$ cat src/two_wire_host_pkg.sv
`default_nettype none
package two_wire_host_pkg;

  // core clock rate
  localparam int CLK_MHZ = 125;
  localparam int CLK_KHZ = 125000;

  // bus free time: both lines high this long
  localparam int FREE_US  = 50;
  localparam int FREE_CYC = FREE_US * CLK_MHZ;

  // clock-low timeout
  localparam int LOW_TO_MS  = 25;
  localparam int LOW_TO_CYC = LOW_TO_MS * CLK_KHZ;

  // counter widths for the two bus watchdogs
  localparam int FREE_W = 16;
  localparam int LOW_W  = 22;

  // shortest half bit period in core cycles (bit rate at most clk/8)
  localparam logic [7:0] MIN_HALF = 8'h04;
  localparam logic [7:0] RST_HALF = 8'h40;

  // bit index of the first bit of a byte
  localparam logic [2:0] BIT_TOP = 3'h7;

  // level of the lines after reset (released, pulled high)
  localparam logic LINE_IDLE = 1'b1;

  // one byte request
  typedef struct packed {
    logic       start; // start (or repeated start) before the byte
    logic       stop;  // stop after the acknowledge
    logic       rd;    // receive the byte instead of sending it
    logic       nack;  // when receiving: answer not-acknowledge
    logic [7:0] data;  // byte to send; address byte has direction in bit 0
  } cmd_s;

  // one byte answer
  typedef struct packed {
    logic [7:0] data;     // byte received (or sent byte read back)
    logic       nack;     // acknowledge slot seen high
    logic       arb_lost; // bus lost to another master
    logic       timeout;  // clock held low too long, transfer dropped
  } rsp_s;

endpackage
`default_nettype wire

$ cat src/two_wire_pin_sync.sv
`default_nettype none
module two_wire_pin_sync #(
  parameter int WIDTH = 2
) (
  input  wire logic             core_clk_in,
  input  wire logic             rst_n_in,
  input  wire logic             clk_en_in,
  input  wire logic [WIDTH-1:0] pin_in,
  output logic      [WIDTH-1:0] sync_out
);
  import two_wire_host_pkg::*;

  // two flops per pin; first stage read only by the second
  for (genvar i = 0; i < WIDTH; i++) begin : g_bit
    logic meta_ff;
    logic stab_ff;
    always_ff @(posedge core_clk_in or negedge rst_n_in) begin
      if (!rst_n_in) begin
        meta_ff <= LINE_IDLE;
        stab_ff <= LINE_IDLE;
      end else if (clk_en_in) begin
        meta_ff <= pin_in[i];
        stab_ff <= meta_ff;
      end
    end
    assign sync_out[i] = stab_ff;
  end

endmodule
`default_nettype wire

$ cat src/two_wire_mgmt_bus_host.sv
`default_nettype none
// What this block does
// - both lines only pulled low or released, never driven high.
// - the master starts transfers and supplies every clock pulse.
// - simultaneous masters: bitwise arbitration leaves one winner.
// - whoever sends start plus address becomes master.
// - start, address byte (address bits 7-1, direction bit 0), data, stop.
// - the receiver pulls data low in the acknowledge clock-high.
// - a high data line in acknowledge clock-high is not-acknowledge.
// - direction bit one reads from the slave, zero writes to it.
// - writes send a byte then wait for the slave acknowledge.
// - reads take a byte then the master answers the acknowledge.
// - the master ends with stop and releases the bus.
// - sending high but seeing low: give up, receive rest of byte.
// - clock low over 25 ms is timeout; communication reset at once.
module two_wire_mgmt_bus_host #(
  parameter int FREE_CYC_P   = two_wire_host_pkg::FREE_CYC,
  parameter int LOW_TO_CYC_P = two_wire_host_pkg::LOW_TO_CYC
) (
  input  wire logic                     core_clk_in,
  input  wire logic                     rst_n_in,
  input  wire logic                     clk_en_in,
  input  wire logic [7:0]               half_div_in,
  input  wire logic                     cmd_valid_in,
  input  wire two_wire_host_pkg::cmd_s  cmd_in,
  output logic                          cmd_ready_out,
  output logic                          rsp_valid_out,
  output two_wire_host_pkg::rsp_s       rsp_out,
  output logic                          bus_busy_out,
  input  wire logic                     scl_in,
  output logic                          scl_out,
  output logic                          scl_oe_out,
  input  wire logic                     sda_in,
  output logic                          sda_out,
  output logic                          sda_oe_out
);
  import two_wire_host_pkg::*;

  typedef enum logic [3:0] {
    ST_IDLE, ST_WAIT_FREE, ST_START_A, ST_START_B, ST_BIT_LOW, ST_BIT_HIGH,
    ST_LOST_RX, ST_ACK_LOW, ST_ACK_HIGH, ST_STOP_A, ST_STOP_B, ST_STOP_C,
    ST_RS_A, ST_RS_B, ST_DONE
  } state_e;

  logic              scl_s;
  logic              sda_s;
  logic              scl_d_ff;
  logic              sda_d_ff;
  logic              busy_ff;
  logic              nxt_busy;
  logic [FREE_W-1:0] idle_cnt_ff;
  logic [FREE_W-1:0] nxt_idle_cnt;
  logic [LOW_W-1:0]  low_cnt_ff;
  logic [LOW_W-1:0]  nxt_low_cnt;
  logic              start_evt;
  logic              stop_evt;
  logic              timeout_evt;
  logic              scl_rise;
  logic [7:0]        half_ff;
  logic [7:0]        nxt_half;
  logic              half_end;
  state_e            st_ff;
  state_e            nxt_st;
  logic [7:0]        cnt_ff;
  logic [7:0]        nxt_cnt;
  logic [2:0]        bit_ff;
  logic [2:0]        nxt_bit;
  logic [7:0]        sh_ff;
  logic [7:0]        nxt_sh;
  cmd_s              cmd_ff;
  cmd_s              nxt_cmd;
  rsp_s              rsp_ff;
  rsp_s              nxt_rsp;
  logic              rsp_valid_ff;
  logic              nxt_rsp_valid;
  logic              ready_ff;
  logic              nxt_ready;
  logic              own_ff;
  logic              nxt_own;
  logic              scl_oe_ff;
  logic              nxt_scl_oe;
  logic              sda_oe_ff;
  logic              nxt_sda_oe;
  logic              low_lvl_ff;

  // pins come from the bus: two flops first
  two_wire_pin_sync #(
    .WIDTH (2)
  ) u_sync (
    .core_clk_in (core_clk_in),
    .rst_n_in    (rst_n_in),
    .clk_en_in   (clk_en_in),
    .pin_in      ({scl_in, sda_in}),
    .sync_out    ({scl_s, sda_s})
  );

  // bus events seen on the synchronised lines
  assign start_evt   = scl_s & scl_d_ff & sda_d_ff & ~sda_s;
  assign stop_evt    = scl_s & scl_d_ff & ~sda_d_ff & sda_s;
  assign timeout_evt = ~scl_s & (low_cnt_ff == LOW_W'(LOW_TO_CYC_P - 1));
  assign scl_rise    = scl_s & ~scl_d_ff;
  assign half_end    = (cnt_ff == half_ff - 8'h01);

  // bus monitor: busy flag, free timer, clock-low timer
  always_comb begin
    nxt_busy     = busy_ff;
    nxt_idle_cnt = '0;
    nxt_low_cnt  = '0;
    nxt_half     = (half_div_in < MIN_HALF) ? MIN_HALF : half_div_in;
    if (scl_s && sda_s) begin
      nxt_idle_cnt = idle_cnt_ff;
      if (idle_cnt_ff == FREE_W'(FREE_CYC_P - 1)) begin
        nxt_busy = 1'b0;
      end else begin
        nxt_idle_cnt = idle_cnt_ff + 1'b1;
      end
    end
    if (!scl_s) begin
      nxt_low_cnt = low_cnt_ff;
      if (low_cnt_ff != LOW_W'(LOW_TO_CYC_P)) begin
        nxt_low_cnt = low_cnt_ff + 1'b1;
      end
    end
    if (start_evt) begin
      nxt_busy = 1'b1;
    end else if (stop_evt || timeout_evt) begin
      nxt_busy = 1'b0;
    end
  end

  always_ff @(posedge core_clk_in or negedge rst_n_in) begin
    if (!rst_n_in) begin
      scl_d_ff    <= LINE_IDLE;
      sda_d_ff    <= LINE_IDLE;
      busy_ff     <= 1'b0;
      idle_cnt_ff <= '0;
      low_cnt_ff  <= '0;
      half_ff     <= RST_HALF;
    end else if (clk_en_in) begin
      scl_d_ff    <= scl_s;
      sda_d_ff    <= sda_s;
      busy_ff     <= nxt_busy;
      idle_cnt_ff <= nxt_idle_cnt;
      low_cnt_ff  <= nxt_low_cnt;
      half_ff     <= nxt_half;
    end
  end

  // byte sequencer: next values
  always_comb begin
    nxt_st        = st_ff;
    nxt_cnt       = cnt_ff + 8'h01;
    nxt_bit       = bit_ff;
    nxt_sh        = sh_ff;
    nxt_cmd       = cmd_ff;
    nxt_rsp       = rsp_ff;
    nxt_rsp_valid = 1'b0;
    nxt_ready     = 1'b0;
    nxt_own       = own_ff;
    nxt_scl_oe    = scl_oe_ff;
    nxt_sda_oe    = sda_oe_ff;
    case (st_ff)
      ST_IDLE: begin
        nxt_cnt   = '0;
        nxt_ready = 1'b1;
        if (cmd_valid_in && ready_ff) begin
          nxt_ready = 1'b0;
          nxt_cmd   = cmd_in;
          nxt_sh    = cmd_in.data;
          nxt_bit   = BIT_TOP;
          nxt_rsp   = '0;
          if (cmd_in.start && own_ff) begin
            nxt_st = ST_RS_A;
          end else if (cmd_in.start) begin
            nxt_st = ST_WAIT_FREE;
          end else begin
            nxt_st = ST_BIT_LOW;
          end
        end
      end
      ST_WAIT_FREE: begin
        nxt_cnt = '0;
        if (!busy_ff && scl_s && sda_s) begin
          nxt_sda_oe = 1'b1;
          nxt_own    = 1'b1;
          nxt_st     = ST_START_A;
        end
      end
      ST_START_A: begin
        if (half_end) begin
          nxt_scl_oe = 1'b1;
          nxt_cnt    = '0;
          nxt_st     = ST_START_B;
        end
      end
      ST_START_B: begin
        if (half_end) begin
          nxt_cnt = '0;
          nxt_st  = ST_BIT_LOW;
        end
      end
      ST_BIT_LOW: begin
        nxt_sda_oe = ~cmd_ff.rd & ~sh_ff[7];
        if (half_end) begin
          nxt_scl_oe = 1'b0;
          nxt_cnt    = '0;
          nxt_st     = ST_BIT_HIGH;
        end
      end
      ST_BIT_HIGH: begin
        if (cnt_ff == 8'h00) begin
          if (!scl_s) begin
            nxt_cnt = '0;
          end else begin
            nxt_sh = {sh_ff[6:0], sda_s};
            if (!cmd_ff.rd && sh_ff[7] && !sda_s) begin
              nxt_sda_oe       = 1'b0;
              nxt_own          = 1'b0;
              nxt_rsp.arb_lost = 1'b1;
              nxt_st           = ST_LOST_RX;
            end
          end
        end else if (half_end) begin
          nxt_scl_oe = 1'b1;
          nxt_cnt    = '0;
          if (bit_ff == 3'h0) begin
            nxt_st = ST_ACK_LOW;
          end else begin
            nxt_bit = bit_ff - 3'h1;
            nxt_st  = ST_BIT_LOW;
          end
        end
      end
      ST_LOST_RX: begin
        if (bit_ff == 3'h0 || stop_evt) begin
          nxt_rsp.data = sh_ff;
          nxt_st       = ST_DONE;
        end else if (scl_rise) begin
          nxt_sh  = {sh_ff[6:0], sda_s};
          nxt_bit = bit_ff - 3'h1;
        end
      end
      ST_ACK_LOW: begin
        nxt_sda_oe = cmd_ff.rd & ~cmd_ff.nack;
        if (half_end) begin
          nxt_scl_oe = 1'b0;
          nxt_cnt    = '0;
          nxt_st     = ST_ACK_HIGH;
        end
      end
      ST_ACK_HIGH: begin
        if (cnt_ff == 8'h00) begin
          if (!scl_s) begin
            nxt_cnt = '0;
          end else begin
            nxt_rsp.nack = sda_s;
          end
        end else if (half_end) begin
          nxt_scl_oe   = 1'b1;
          nxt_cnt      = '0;
          nxt_rsp.data = sh_ff;
          nxt_st       = cmd_ff.stop ? ST_STOP_A : ST_DONE;
        end
      end
      ST_STOP_A: begin
        nxt_sda_oe = 1'b1;
        if (half_end) begin
          nxt_scl_oe = 1'b0;
          nxt_cnt    = '0;
          nxt_st     = ST_STOP_B;
        end
      end
      ST_STOP_B: begin
        if (cnt_ff == 8'h00 && !scl_s) begin
          nxt_cnt = '0;
        end else if (half_end) begin
          nxt_sda_oe = 1'b0;
          nxt_cnt    = '0;
          nxt_st     = ST_STOP_C;
        end
      end
      ST_STOP_C: begin
        if (half_end) begin
          nxt_own = 1'b0;
          nxt_st  = ST_DONE;
        end
      end
      ST_RS_A: begin
        nxt_sda_oe = 1'b0;
        if (half_end) begin
          nxt_scl_oe = 1'b0;
          nxt_cnt    = '0;
          nxt_st     = ST_RS_B;
        end
      end
      ST_RS_B: begin
        if (cnt_ff == 8'h00 && !scl_s) begin
          nxt_cnt = '0;
        end else if (half_end) begin
          nxt_sda_oe = 1'b1;
          nxt_cnt    = '0;
          nxt_st     = ST_START_A;
        end
      end
      ST_DONE: begin
        nxt_sda_oe    = 1'b0;
        nxt_cnt       = '0;
        nxt_rsp_valid = 1'b1;
        nxt_ready     = 1'b1;
        nxt_st        = ST_IDLE;
      end
      default: begin
        nxt_st = ST_IDLE;
      end
    endcase
    // clock stuck low: drop everything and let go of the bus
    if (timeout_evt && (st_ff != ST_IDLE || own_ff)) begin
      nxt_scl_oe  = 1'b0;
      nxt_sda_oe  = 1'b0;
      nxt_own     = 1'b0;
      nxt_cnt     = '0;
      if (st_ff != ST_IDLE) begin
        nxt_rsp.timeout = 1'b1;
        nxt_ready       = 1'b0;
        nxt_st          = ST_DONE;
      end
    end
  end

  // byte sequencer: registers, frozen while clock enable is low
  always_ff @(posedge core_clk_in or negedge rst_n_in) begin
    if (!rst_n_in) begin
      st_ff        <= ST_IDLE;
      cnt_ff       <= '0;
      bit_ff       <= BIT_TOP;
      sh_ff        <= '0;
      cmd_ff       <= '0;
      rsp_ff       <= '0;
      rsp_valid_ff <= 1'b0;
      ready_ff     <= 1'b0;
      own_ff       <= 1'b0;
      scl_oe_ff    <= 1'b0;
      sda_oe_ff    <= 1'b0;
      low_lvl_ff   <= 1'b0;
    end else if (clk_en_in) begin
      st_ff        <= nxt_st;
      cnt_ff       <= nxt_cnt;
      bit_ff       <= nxt_bit;
      sh_ff        <= nxt_sh;
      cmd_ff       <= nxt_cmd;
      rsp_ff       <= nxt_rsp;
      rsp_valid_ff <= nxt_rsp_valid;
      ready_ff     <= nxt_ready;
      own_ff       <= nxt_own;
      scl_oe_ff    <= nxt_scl_oe;
      sda_oe_ff    <= nxt_sda_oe;
      low_lvl_ff   <= 1'b0;
    end
  end

  // open-drain: level is always low, enable pulls the line
  assign scl_out       = low_lvl_ff;
  assign sda_out       = low_lvl_ff;
  assign scl_oe_out    = scl_oe_ff;
  assign sda_oe_out    = sda_oe_ff;
  assign cmd_ready_out = ready_ff;
  assign rsp_valid_out = rsp_valid_ff;
  assign rsp_out       = rsp_ff;
  assign bus_busy_out  = busy_ff;

endmodule
`default_nettype wire

$ cat config.mk
export PLATFORM = sky130hd
export DESIGN_NAME = two_wire_mgmt_bus_host
export DESIGN_NICKNAME = d
export VERILOG_FILES = /design/src/two_wire_host_pkg.sv /design/src/two_wire_pin_sync.sv /design/src/two_wire_mgmt_bus_host.sv
export SDC_FILE = /design/constraint.sdc
export NUM_CORES = 1
export LEC_CHECK = 0
export BUFFER_PORTS_ARGS = -buffer_cell sky130_fd_sc_hd__buf_4
export CAP_MARGIN = 15
export CORE_MARGIN = 2
export CORE_UTILIZATION = 50
export CTS_CLUSTER_SIZE = 30
export DETAILED_ROUTE_END_ITERATION = 8
export PLACE_DENSITY_LB_ADDON = 0.12
export SLEW_MARGIN = 20
export SYNTH_ARGS = -nofsm -noshare
export SYNTH_HDL_FRONTEND = slang
export SYNTH_SLANG_ARGS = --single-unit
$ cat constraint.sdc
create_clock -name core_clk_in -period 3.48 [get_ports core_clk_in]
set_input_delay 0.174 -clock core_clk_in [delete_from_list [all_inputs] [get_ports core_clk_in]]
set_output_delay 0.174 -clock core_clk_in [all_outputs]
set_load 0.005 [all_outputs]
Word-level counts from Yosys, hierarchy flattened:

Index checks and enable logic that the tools add are counted.

* eq/ne operators: 44
* bitwise logic cells: 16
* muxes and demuxes: 91
* reduce and logical (&&, ||, !) cells: 48
* $lt $le $gt $ge: 1
* add/sub/neg operators: 5

Operators with widths (count)
* $mux 8: 14
* $mux 4: 23
* $pmux 4 s14: 1
* $pmux 8 s3: 2
* $mux 22: 2
* $mux 16: 2
* $pmux 8 s4: 1
* $mux 1: 29
* $eq 4x4->1 const B: 7
* $ne 2x2->1 const B: 13
* $mux 3: 8
* $ne 3x3->1 const B: 8
* $add 22x1->22 const B: 1
* $eq 22x22->1 const B: 1
* $ne 22x22->1 const B: 1
* $add 16x1->16 const B: 1
* $eq 16x13->1 const B: 1
* $eq 4x3->1 const B: 4
* $reduce_and 7->1: 2
* $reduce_and 6->1: 2
* $reduce_bool 3->1: 4
* $reduce_bool 4->1: 3
* $mux 11: 1
* $reduce_and 10->1: 1
* 34 further kinds: 73

* output and inout bits: 18
* input bits: 26
* register bits: 95

Depth between registers and ports, before layout:

Gate-level depths: netlist of the first run.

* word-level depth: 9
* mapped depth: 11
* gate-level depth less buffers: 10

Cells and area by module:

From an unflattened synthesis of the first run, not the netlist that was laid out.

* cell total of the unflattened synthesis: 654
* area, all modules: 5693.0 um^2

Modules (own cells, without submodules)
* two_wire_mgmt_bus_host: cells an instance 644, instances 1, area each 5527.8 um^2
* two_wire_pin_sync: cells an instance 10, instances 1, area each 165.2 um^2

Least setup slack after synthesis of the first run:

No wires, ideal clock.

* path kind: reg2reg
* from: reg half_ff[0]
* to: reg st_ff[1]
* data required time: 3.338 ns
* path buffers: 1
* path slack: 0.856 ns
* arrival time: 2.482 ns
* library setup time: 0.142 ns
* period minus slack after synthesis: 2.624 ns
* cell stages (with the launch flop): 12
* path through: dfrtp_1 -> inv_1 -> ha_1 -> or3b_1 -> or3_4 -> xnor2_2 -> nand4_2 -> or2_1 -> buf_6 -> a41o_1 -> nor3_1 -> a32oi_1

* longest elaborated chain between the ends: 7
* elaborated cells between the ends (all ways): 20
* those cells by class: add/sub (1); eq/ne (1); mux (18)

RTL lines
* start: declaration: RTL line two_wire_mgmt_bus_host.sv:59 `logic [7:0] half_ff;`
* start signal: assignment: RTL line two_wire_mgmt_bus_host.sv:145 `half_ff <= nxt_half;`
* $sub 8x1->8 (*): RTL line two_wire_mgmt_bus_host.sv:102 `assign half_end = (cnt_ff == half_ff - 8'h01);`
* $eq 8x8->1 (*): RTL line two_wire_mgmt_bus_host.sv:102
* $mux 4 (on tied branches) (2 in series)
* $pmux 4 s14 (*): RTL line two_wire_mgmt_bus_host.sv:162 `case (st_ff)`
* $mux 4: RTL line two_wire_mgmt_bus_host.sv:322 `if (st_ff != ST_IDLE) begin`
* $mux 4 (*): RTL line two_wire_mgmt_bus_host.sv:317 `if (timeout_evt && (st_ff != ST_IDLE || own_ff)) begin`
* end signal: assignment: RTL line two_wire_mgmt_bus_host.sv:346 `st_ff <= nxt_st;`
* end: declaration: RTL line two_wire_mgmt_bus_host.sv:62 `state_e st_ff;`

Mark *: on every way between the ends. The rest lies on a longest branch, timed or not.
A chain may end at the register's enable or synchronous reset.

Final worst setup path of the first run:

* from: reg half_ff[0]
* to: reg rsp_ff (netlist bit rsp_out[10])

* longest elaborated chain between the ends: 4

RTL lines
* $sub 8x1->8: RTL line two_wire_mgmt_bus_host.sv:102
* $eq 8x8->1: RTL line two_wire_mgmt_bus_host.sv:102
* $ne 2x2->1 (no line)
* $reduce_and 6->1 (no line)
* end signal: assignment: RTL line two_wire_mgmt_bus_host.sv:351 `rsp_ff <= nxt_rsp;`
* end: declaration: RTL line two_wire_mgmt_bus_host.sv:72 `rsp_s rsp_ff;`

Every way passes these cells.

==> results of run 1 <==
[area by class of cell]
| class | count | area (sq um) |
|---|---|---|
| Clock buffer | 11 | 252.7 |
| Clock inverter | 5 | 103.9 |
| Fill cell | 991 | 4476 |
| Inverter | 29 | 108.9 |
| Multi-Input combinational cell | 484 | 3029 |
| Sequential cell | 95 | 2390 |
| Tap cell | 140 | 175.2 |
| Timing Repair Buffer | 53 | 400.4 |
[worst max-delay path: stages (launching register included)]
cell and delay [ns]:
dfrtp_1 0.42, inv_1 0.10, ha_1 0.20, or3b_1 0.38, or3_4 0.35, xnor2_2 0.14, nand4_2 0.14, or2_1 0.39
nor2_2 0.08, o21ai_2 0.46, mux2i_1 0.26
[state kept, by name, summed over array words and instances (netlist names), 2 cells and up]
register and cells:
idle_cnt_ff 16, cmd_ff 3, low_cnt_ff 22, cnt_ff 8
u_sync.g_bit.stab_ff 2, rsp_out 11, sh_ff 8, u_sync.g_bit.meta_ff 2
half_ff 8, bit_ff 3, st_ff 4
[power breakdown]
part           switching [mW]  leakage (nW)  internal, mW
Combinational           0.942          1.44         0.676
Sequential              0.264          1.21          1.35
Clock                   0.428         0.176         0.741
[layer usage]
metal	up-vias	GRT usage [%]	part of all wire, %
met5	-	0	0
met4	0	7.833	1.8
met3	20	5.159	5.9
met2	140	38.12	47
met1	2309	32.28	45
li1	2336	-	-
[cell families after synthesis]
logic type	share of synthesized area [%]
muxes	6.678
xor gates and xnor gates	5.532
other	0.06606
and+or+nand+nor	22.83
adders and majority gates	1.984
AOI/OAI and AO/OA	16.20
buffers and inverters	4.606
DFF	42.10
[worst min path at each step]
stage	to	depth (start not counted)	slack, ns
final	cmd_ff[8]$_DFFE_PN0P_	2	0.04
after global routing	cmd_ff[8]$_DFFE_PN0P_	2	0.03
after CTS	cmd_ff[8]$_DFFE_PN0P_	2	0.02
after detailed placement	half_ff[4]$_DFFE_PN0P_	1	0.14
after global placement	half_ff[4]$_DFFE_PN0P_	1	0.13
after floorplan	bus_busy_out$_DFFE_PN0P_	0	-0.12
[cells in the mapped netlist (14+ instances only)]
cell / instances / area share (%)
nand3_1: 21 / 1.9
a21oi_1: 37 / 3.3
nand2_1: 67 / 4.4
xor2_1: 20 / 3.1
xnor2_1: 14 / 2.2
clkbuf_1: 25 / 1.7
o31ai_1: 14 / 1.9
inv_1: 28 / 1.9
mux2i_1: 21 / 3.7
o21ai_0: 23 / 2.0
nor2_1: 75 / 5.0
dfrtp_1: 85 / 37
nor3_1: 15 / 1.3
[per-stage QoR]
step                      hold slack, ns  instance area, sq um
after floorplan                  -0.1216                  5680
after global placement            0.1342                  6093
after detailed placement          0.1403                  6093
after CTS                        0.02446                  6460
after global routing             0.02840                  6460
final                            0.03654                  6460
[cells in the final DEF (no fill, tap or decap), types with 7 or more instances in the layout]
master / instances
o21ai_1: 12
dfstp_2: 10
nand2b_1: 13
mux2i_1: 21
nand2_1: 67
or3_1: 8
ha_1: 9
nand4_1: 9
nor2_1: 75
nor3_1: 15
xor2_1: 20
clkbuf_16: 9
a211oi_1: 7
inv_1: 28
nand3_1: 21
o31ai_1: 14
mux2_2: 13
buf_4: 52
dfrtp_1: 85
a31oi_1: 11
xnor2_1: 14
o21ai_0: 22
a21oi_1: 37
and3_1: 9
==> impl_metrics.tcl, run 1 <==
set metrics [dict create \
    status "completed" \
    finalHoldViolCount 0 \
    drive_above_1_share_pct 15.95 \
    ys_types 76 \
    required_ns 3.75 \
    die_area_sq_um 12220 \
    viasPerCell 5.881 \
    portBuffers 41 \
    place_congestion 0.9287 \
    hp-start "cmd_in[8]" \
    design.core.area_sq_um 10940 \
    synth_edf_count 0 \
    power_density_nw_per_um2 681.0 \
    dieHeight_um 110.6 \
    power_mw 4.399 \
    worstSetupEndpointType "register" \
    ctsHoldBuffers 1 \
    fmax_mhz 332.6 \
    start_kind "register" \
    numCtsBuffers 9 \
    finClkSkew_ns 0.01010 \
    crit_path_end "rsp_out[10]$_DFFE_PN0P_" \
    ys_ff_latch 95 \
    grt_antenna_before_repair 0 \
    clock_path_buffers 2 \
    finalSetupViolCount 0 \
    yosysSeqAreaShare_pct 42.10 \
    postCtsSetupBuffers 0 \
    dpl_worst_slack_ns 0.4919 \
    start_util_pct 51.91 \
    tightest_slew_ns 0.8908 \
    postSynthAreaPerCell_sq_um 8.842 \
    clock-root-buffer "clkbuf_16" \
    drt_first_pass_iters 5 \
    syn2layout_area_growth_pct 13.80 \
    stdcell_count 817 \
    drc_errors 0 \
    post-route-util_pct 59.07 \
    crit_path_max_fanout 10 \
    vias 4805 \
    r2r_start "half_ff[0]$_DFFE_PN0P_" \
    htreeDepth 3 \
    grt_usage_pct 23.81 \
    io_pins 44 \
    synth_area_sq_um 5677 \
    clkLatencyLatePin_ns 0.35 \
    place_inst 800 \
    slew_viol_final 0 \
    dp_hpwl_um 9858 \
    grt_setup_unrepaired "false" \
    grt_max_degree 39 \
    drt_iter0_markers 307 \
    startpoint "half_ff[0]$_DFFE_PN0P_" \
    r2r-end "rsp_out[10]$_DFFE_PN0P_" \
    synth_cells 642 \
    grt_pass1_vias 4823 \
    reg2reg_depth 10 \
    grt_pass1_wl_um 23780 \
    worst_slack_ns 0.4733 \
    drt_wl_total_um 13930 \
    r2r_setup_slack_ns 0.47 \
    hold_path.class "input pin to register" \
    cts_tree "yes" \
    ir_drop_v 0.0003469 \
    die_w_um 110.6 \
    arrival_ns 3.28 \
    period_share_pct 86.40 \
    clk_pin_slew_ns 0.07 \
    yosysWarnings 0 \
    postSynth.asyncResetShare_pct 100.0 \
    clock-sinks 95 \
    antenna_left 0 \
    timing.slew.headroom_pct 40.61 \
    row_count 38 \
    grt_overflow 0 \
    route.detailed.wl_per_inst_um 17.06 \
    crit_type "register to register" \
    drv_cap 0 \
    nets 707 \
    cts_resized 0 \
    diodes 0 \
    synth_ff_type "dfrtp_1" \
    fin_setup_tns_ns 0 \
    layout_min_cycle_time_ns 3.007 \
    power.leakage_nw 2.834 \
]
(Power assumes the default switching activity.)
==> run 2: changes to the inputs <==
- BUFFER_PORTS_ARGS: -buffer_cell sky130_fd_sc_hd__buf_4 -> default
- DONT_BUFFER_PORTS: default -> 1
- GPL_TIMING_DRIVEN: default -> 0
==> impl_metrics.tcl, run 2 (synthesis results as in run 1) <==
set metrics [dict create \
    status "completed" \
    clock_path_buffers 2 \
    row_count 38 \
    numCtsBuffers 9 \
    hold_path.class "input pin to register" \
    critPathBufInv 2 \
    crit_path_max_fanout 10 \
    seq_area_sq_um 2390 \
    critPathTopFamily "simple AND/OR/NAND/NOR gates" \
    largest_reg_flops 22 \
    crit_type "register to register" \
    vias 4814 \
    fin_setup_tns_ns 0 \
    arrival_ns 3.33 \
    drt_wl_total_um 14210 \
    dp_hpwl_um 9946 \
    slowest_delay_ns 0.84 \
    drive_above_1_share_pct 9.658 \
    clock-sinks 95 \
    ir_drop_v 0.0003252 \
    antenna_left 0 \
    slew_viol_final 0 \
    postCtsSetupBuffers 0 \
    layout_common_cells "dfrtp_1, nor2_1, nand2_1, a21oi_1, inv_1" \
    layout_min_cycle_time_ns 3.110 \
    clkLatencyLatePin_ns 0.35 \
    syn2layout_area_growth_pct 11.37 \
    hp-start "half_div_in[2]" \
    top_register "low_cnt_ff" \
    mostFrequentLayoutCell "dfrtp_1" \
    cts_tree "yes" \
    diodes 0 \
    whs_ns 0.01804 \
    htreeDepth 3 \
    design.core.area_sq_um 10940 \
    nets 703 \
    fillers 1046 \
    finalHoldViolCount 0 \
    drc_errors 0 \
    die_area_sq_um 12220 \
    route.detailed.wl_per_inst_um 17.47 \
    tightest_slew_ns 0.9839 \
    grt_setup_unrepaired "false" \
    start_util_pct 51.91 \
    grt_antenna_before_repair 0 \
    finClkSkew_ns 0.009389 \
    portBuffers 0 \
    drt_first_pass_iters 5 \
    r2r_setup_slack_ns 0.37 \
    grt_pass1_wl_um 23670 \
    required_ns 3.70 \
    multi_input_area_sq_um 3029 \
    power.leakage_nw 2.688 \
    dieHeight_um 110.6 \
    r2r-end "idle_cnt_ff[9]$_DFFE_PN0P_" \
    worstSetupEndpointType "register" \
    drt_iter0_markers 385 \
    worst_hold_path.endpoint "half_ff[2]$_DFFE_PN0P_" \
    hold_depth 2 \
    clk_pin_slew_ns 0.07 \
    period_share_pct 89.36 \
    grt_pass1_vias 4700 \
    fmax_mhz 321.6 \
    crit_chain "clkbuf_1 > nand2_1 > o41ai_2 > or3_1 > clkbuf_1 > nor2_1 > nand3_1 > xor2_1 > nor2_1" \
    drv_cap 0 \
    viasPerCell 5.921 \
    io_pins 44 \
    place_congestion 0.9512 \
    r2r_start "u_sync.g_bit[1].stab_ff$_DFFE_PN1P_" \
    finalSetupViolCount 0 \
    worst_path_max_delay_cell "o41ai_2" \
    timing.slew.headroom_pct 33.55 \
    grt_usage_pct 23.79 \
    die_w_um 110.6 \
    reg2reg_depth 9 \
    start_kind "register" \
    clock-root-buffer "clkbuf_16" \
    grt_overflow 0 \
    power_density_nw_per_um2 657.4 \
    grt_max_degree 96 \
]
[run 2: changes by cell type in the layout (fill, tap and decap cells not counted), sizes merged]
cell / delta
clkinv: +1
clkbuf: +25
bufinv: -2
dlygate4sd3: +12
clkinvlp: +1
buf: -41
[run 2: worst max-delay path by stage]
stage                                                    from                          end  slack [ns]  cells after the start
after floorplan                        half_ff[0]$_DFFE_PN0P_         st_ff[1]$_DFFE_PN0P_        0.86                     11
after global placement                  cnt_ff[0]$_DFFE_PN0P_        cnt_ff[4]$_DFFE_PN0P_        0.44                     10
after detailed placement  u_sync.g_bit[1].stab_ff$_DFFE_PN1P_   idle_cnt_ff[9]$_DFFE_PN0P_        0.38                      9
after CTS                 u_sync.g_bit[1].stab_ff$_DFFE_PN1P_   idle_cnt_ff[9]$_DFFE_PN0P_        0.37                      9
after global routing      u_sync.g_bit[1].stab_ff$_DFFE_PN1P_  idle_cnt_ff[11]$_DFFE_PN0P_        0.14                      9
final                     u_sync.g_bit[1].stab_ff$_DFFE_PN1P_   idle_cnt_ff[9]$_DFFE_PN0P_        0.37                      9
[run 2: where the power goes]
group	total (mW)	switching (mW)	leakage (nW)	internal [mW]
Sequential	1.56	0.210	1.21	1.35
Clock	1.03	0.433	0.152	0.595
Combinational	1.57	0.992	1.32	0.579
[run 2: per-layer routing]
layer | track usage [%] | wire length, um | share of wire, %
met2 | 36.28 | 6460 | 45
met5 | 0 | 0 | 0
met4 | 10.00 | 374 | 2.6
met3 | 4.885 | 746 | 5.3
met1 | 33.03 | 6626 | 47
[run 2: area by class of cell]
cell class / instances / area share, %
clock inverters: 5 / 0.8906
repair buffers: 14 / 2.494
multi-input cells: 484 / 47.91
flip-flops and latches: 95 / 37.80
well taps: 140 / 2.771
clock buffers: 11 / 3.998
plain buffers: 35 / 2.414
inverters: 29 / 1.722
[run 2: timing repair]
action / CTS / global route
hold endpoints to repair: 107 / 0
resized for setup: 0 / 0
hold buffers: 14 / 0
[run 2: metrics by stage]
stage	power [mW]	instance area [sq um]	utilization, %	setup WS, ns	instances
floorplan	2.684	5680	-	0.8562	643
global placement	3.070	5856	53.55	0.4424	783
detailed placement	3.087	5856	53.55	0.3792	783
CTS	4.160	6322	57.81	0.3706	813
global route	4.434	6322	57.81	0.1422	813
finish	4.156	6322	57.81	0.3703	813
==> run 3: changes to the inputs <==
- CELL_PAD_IN_SITES_DETAIL_PLACEMENT: default -> 0
- CELL_PAD_IN_SITES_GLOBAL_PLACEMENT: default -> 1
- CORE_UTILIZATION: 50 -> 49
==> impl_metrics.tcl, run 3 (synthesis results as in run 1) <==
set metrics [dict create \
    status "completed" \
    finalSetupViolCount 0 \
    clkLatencyLatePin_ns 0.36 \
    power_density_nw_per_um2 675.9 \
    slowest_delay_ns 0.83 \
    drt_iter0_markers 328 \
    io_pins 44 \
    clock-sinks 95 \
    grt_max_degree 96 \
    dieHeight_um 111.6 \
    start_kind "register" \
    ir_drop_v 0.0003208 \
    grt_util_met1_pct 33.86 \
    fin_setup_tns_ns 0 \
    worst_path_max_delay_cell "o41ai_2" \
    use_met3_pct 4.028 \
    drive_above_1_share_pct 9.658 \
    worst_slack_ns 0.3976 \
    fmax_mhz 324.4 \
    finClkSkew_ns 0.007115 \
    viasPerCell 5.836 \
    largest_reg_flops 22 \
    place_congestion 0.9219 \
    grt_antenna_before_repair 0 \
    clock_path_buffers 2 \
    design.core.area_sq_um 11370 \
    hold_path.class "input pin to register" \
    start_util_pct 49.93 \
    power_mw 4.305 \
    layout_common_cells "dfrtp_1, nor2_1, nand2_1, a21oi_1, inv_1" \
    arrival_ns 3.31 \
    nets 703 \
    worstSetupEndpointType "register" \
    drc_errors 0 \
    grt_pass1_vias 4632 \
    mostFrequentLayoutCell "dfrtp_1" \
    crit_chain "clkbuf_1 > nand2_1 > o41ai_2 > or3_1 > clkbuf_1 > nor2_1 > nand3_1 > xor2_1 > nor2_1" \
    critPathTopFamily "simple AND/OR/NAND/NOR gates" \
    top_register "low_cnt_ff" \
    dpl_worst_slack_ns 0.3991 \
    drt_first_pass_iters 5 \
    die_area_sq_um 12460 \
    grt_setup_unrepaired "false" \
    fillers 1047 \
    portBuffers 0 \
    clk_pin_slew_ns 0.07 \
    timing.slew.headroom_pct 30.28 \
    grt_pass1_wl_um 23570 \
    finalHoldViolCount 0 \
    slew_viol_final 0 \
    r2r_setup_slack_ns 0.40 \
    row_count 39 \
    critPathBufInv 2 \
    clock-root-buffer "clkbuf_16" \
    dp_hpwl_um 9879 \
    diodes 0 \
    grt_overflow 0 \
    syn2layout_area_growth_pct 12.21 \
    numCtsBuffers 9 \
    required_ns 3.71 \
    gr-usage-met2_pct 36.40 \
    drv_cap 0 \
    power.leakage_nw 2.708 \
    crit_path_max_fanout 10 \
    period_share_pct 88.57 \
    cts_tree "yes" \
    grt_usage_pct 23.74 \
    drt_wl_total_um 14110 \
    whs_ns 0.02985 \
    layout_min_cycle_time_ns 3.082 \
    htreeDepth 3 \
    die_w_um 111.6 \
    route.detailed.wl_per_inst_um 17.29 \
    grt_busiest_layer "met2" \
    antenna_left 0 \
    vias 4762 \
    crit_type "register to register" \
    tightest_slew_ns 1.032 \
]
run 3: cell types whose count changed in the layout (fill, tap and decap cells not counted):
cell | previous run | this run
clkinv_4 | 1 | 2
clkinvlp_4 | 1 | 0
bufinv_16 | 1 | 3
inv_8 | 0 | 1
clkinv_2 | 2 | 0
inv_6 | 0 | 1
clkbuf_8 | 2 | 0
run 3: layout make-up:
type	instances	area, sq um	share of cell area [%]
buffer	35	152.6	2.396
clock buffer	9	225.2	3.536
clock inverter	7	127.6	2.004
inverter	29	108.9	1.709
multi-input combinational	484	3029	47.55
sequential	95	2390	37.52
tap	143	178.9	2.809
timing repair buffer	14	157.7	2.475
run 3: per-stage QoR:
stage,instances,area (sq um),util [%]
floorplan,643,5680,-
global placement,786,5859,51.54
detailed placement,786,5859,51.54
CTS,816,6370,56.03
global route,816,6370,56.03
finish,816,6370,56.03
run 3: timing repair:
item,CTS,global route
setup buffers,0,0
resized for setup,0,0
hold buffers,14,0
hold endpoints to repair,107,0
run 3: power breakdown:
part	internal [mW]	switching, mW
Clock	0.713	0.468
Sequential	1.35	0.201
Combinational	0.578	0.999
Total	2.64	1.67
run 3: routing by layer:
metal	up-vias	routed length, um
li1	2322	-
met1	2323	6742
met2	102	6509
met3	15	652
met4	0	206
met5	-	0
run 3: path summary, 6_finish.rpt:
check	cells past startpoint	to	start
worst max-delay path	9	idle_cnt_ff[15]$_DFFE_PN0P_	u_sync.g_bit[1].stab_ff$_DFFE_PN1P_
worst min-delay path	2	sh_ff[7]$_DFFE_PN0P_	cmd_in[7]
worst max register to register	9	idle_cnt_ff[15]$_DFFE_PN0P_	u_sync.g_bit[1].stab_ff$_DFFE_PN1P_
worst min register to register	1	cmd_ff[8]$_DFFE_PN0P_	cmd_ff[8]$_DFFE_PN0P_
max in group asynchronous	2	bit_ff[2]$_DFFE_PN1P_	rst_n_in
min in group asynchronous	2	half_ff[7]$_DFFE_PN0P_	rst_n_in
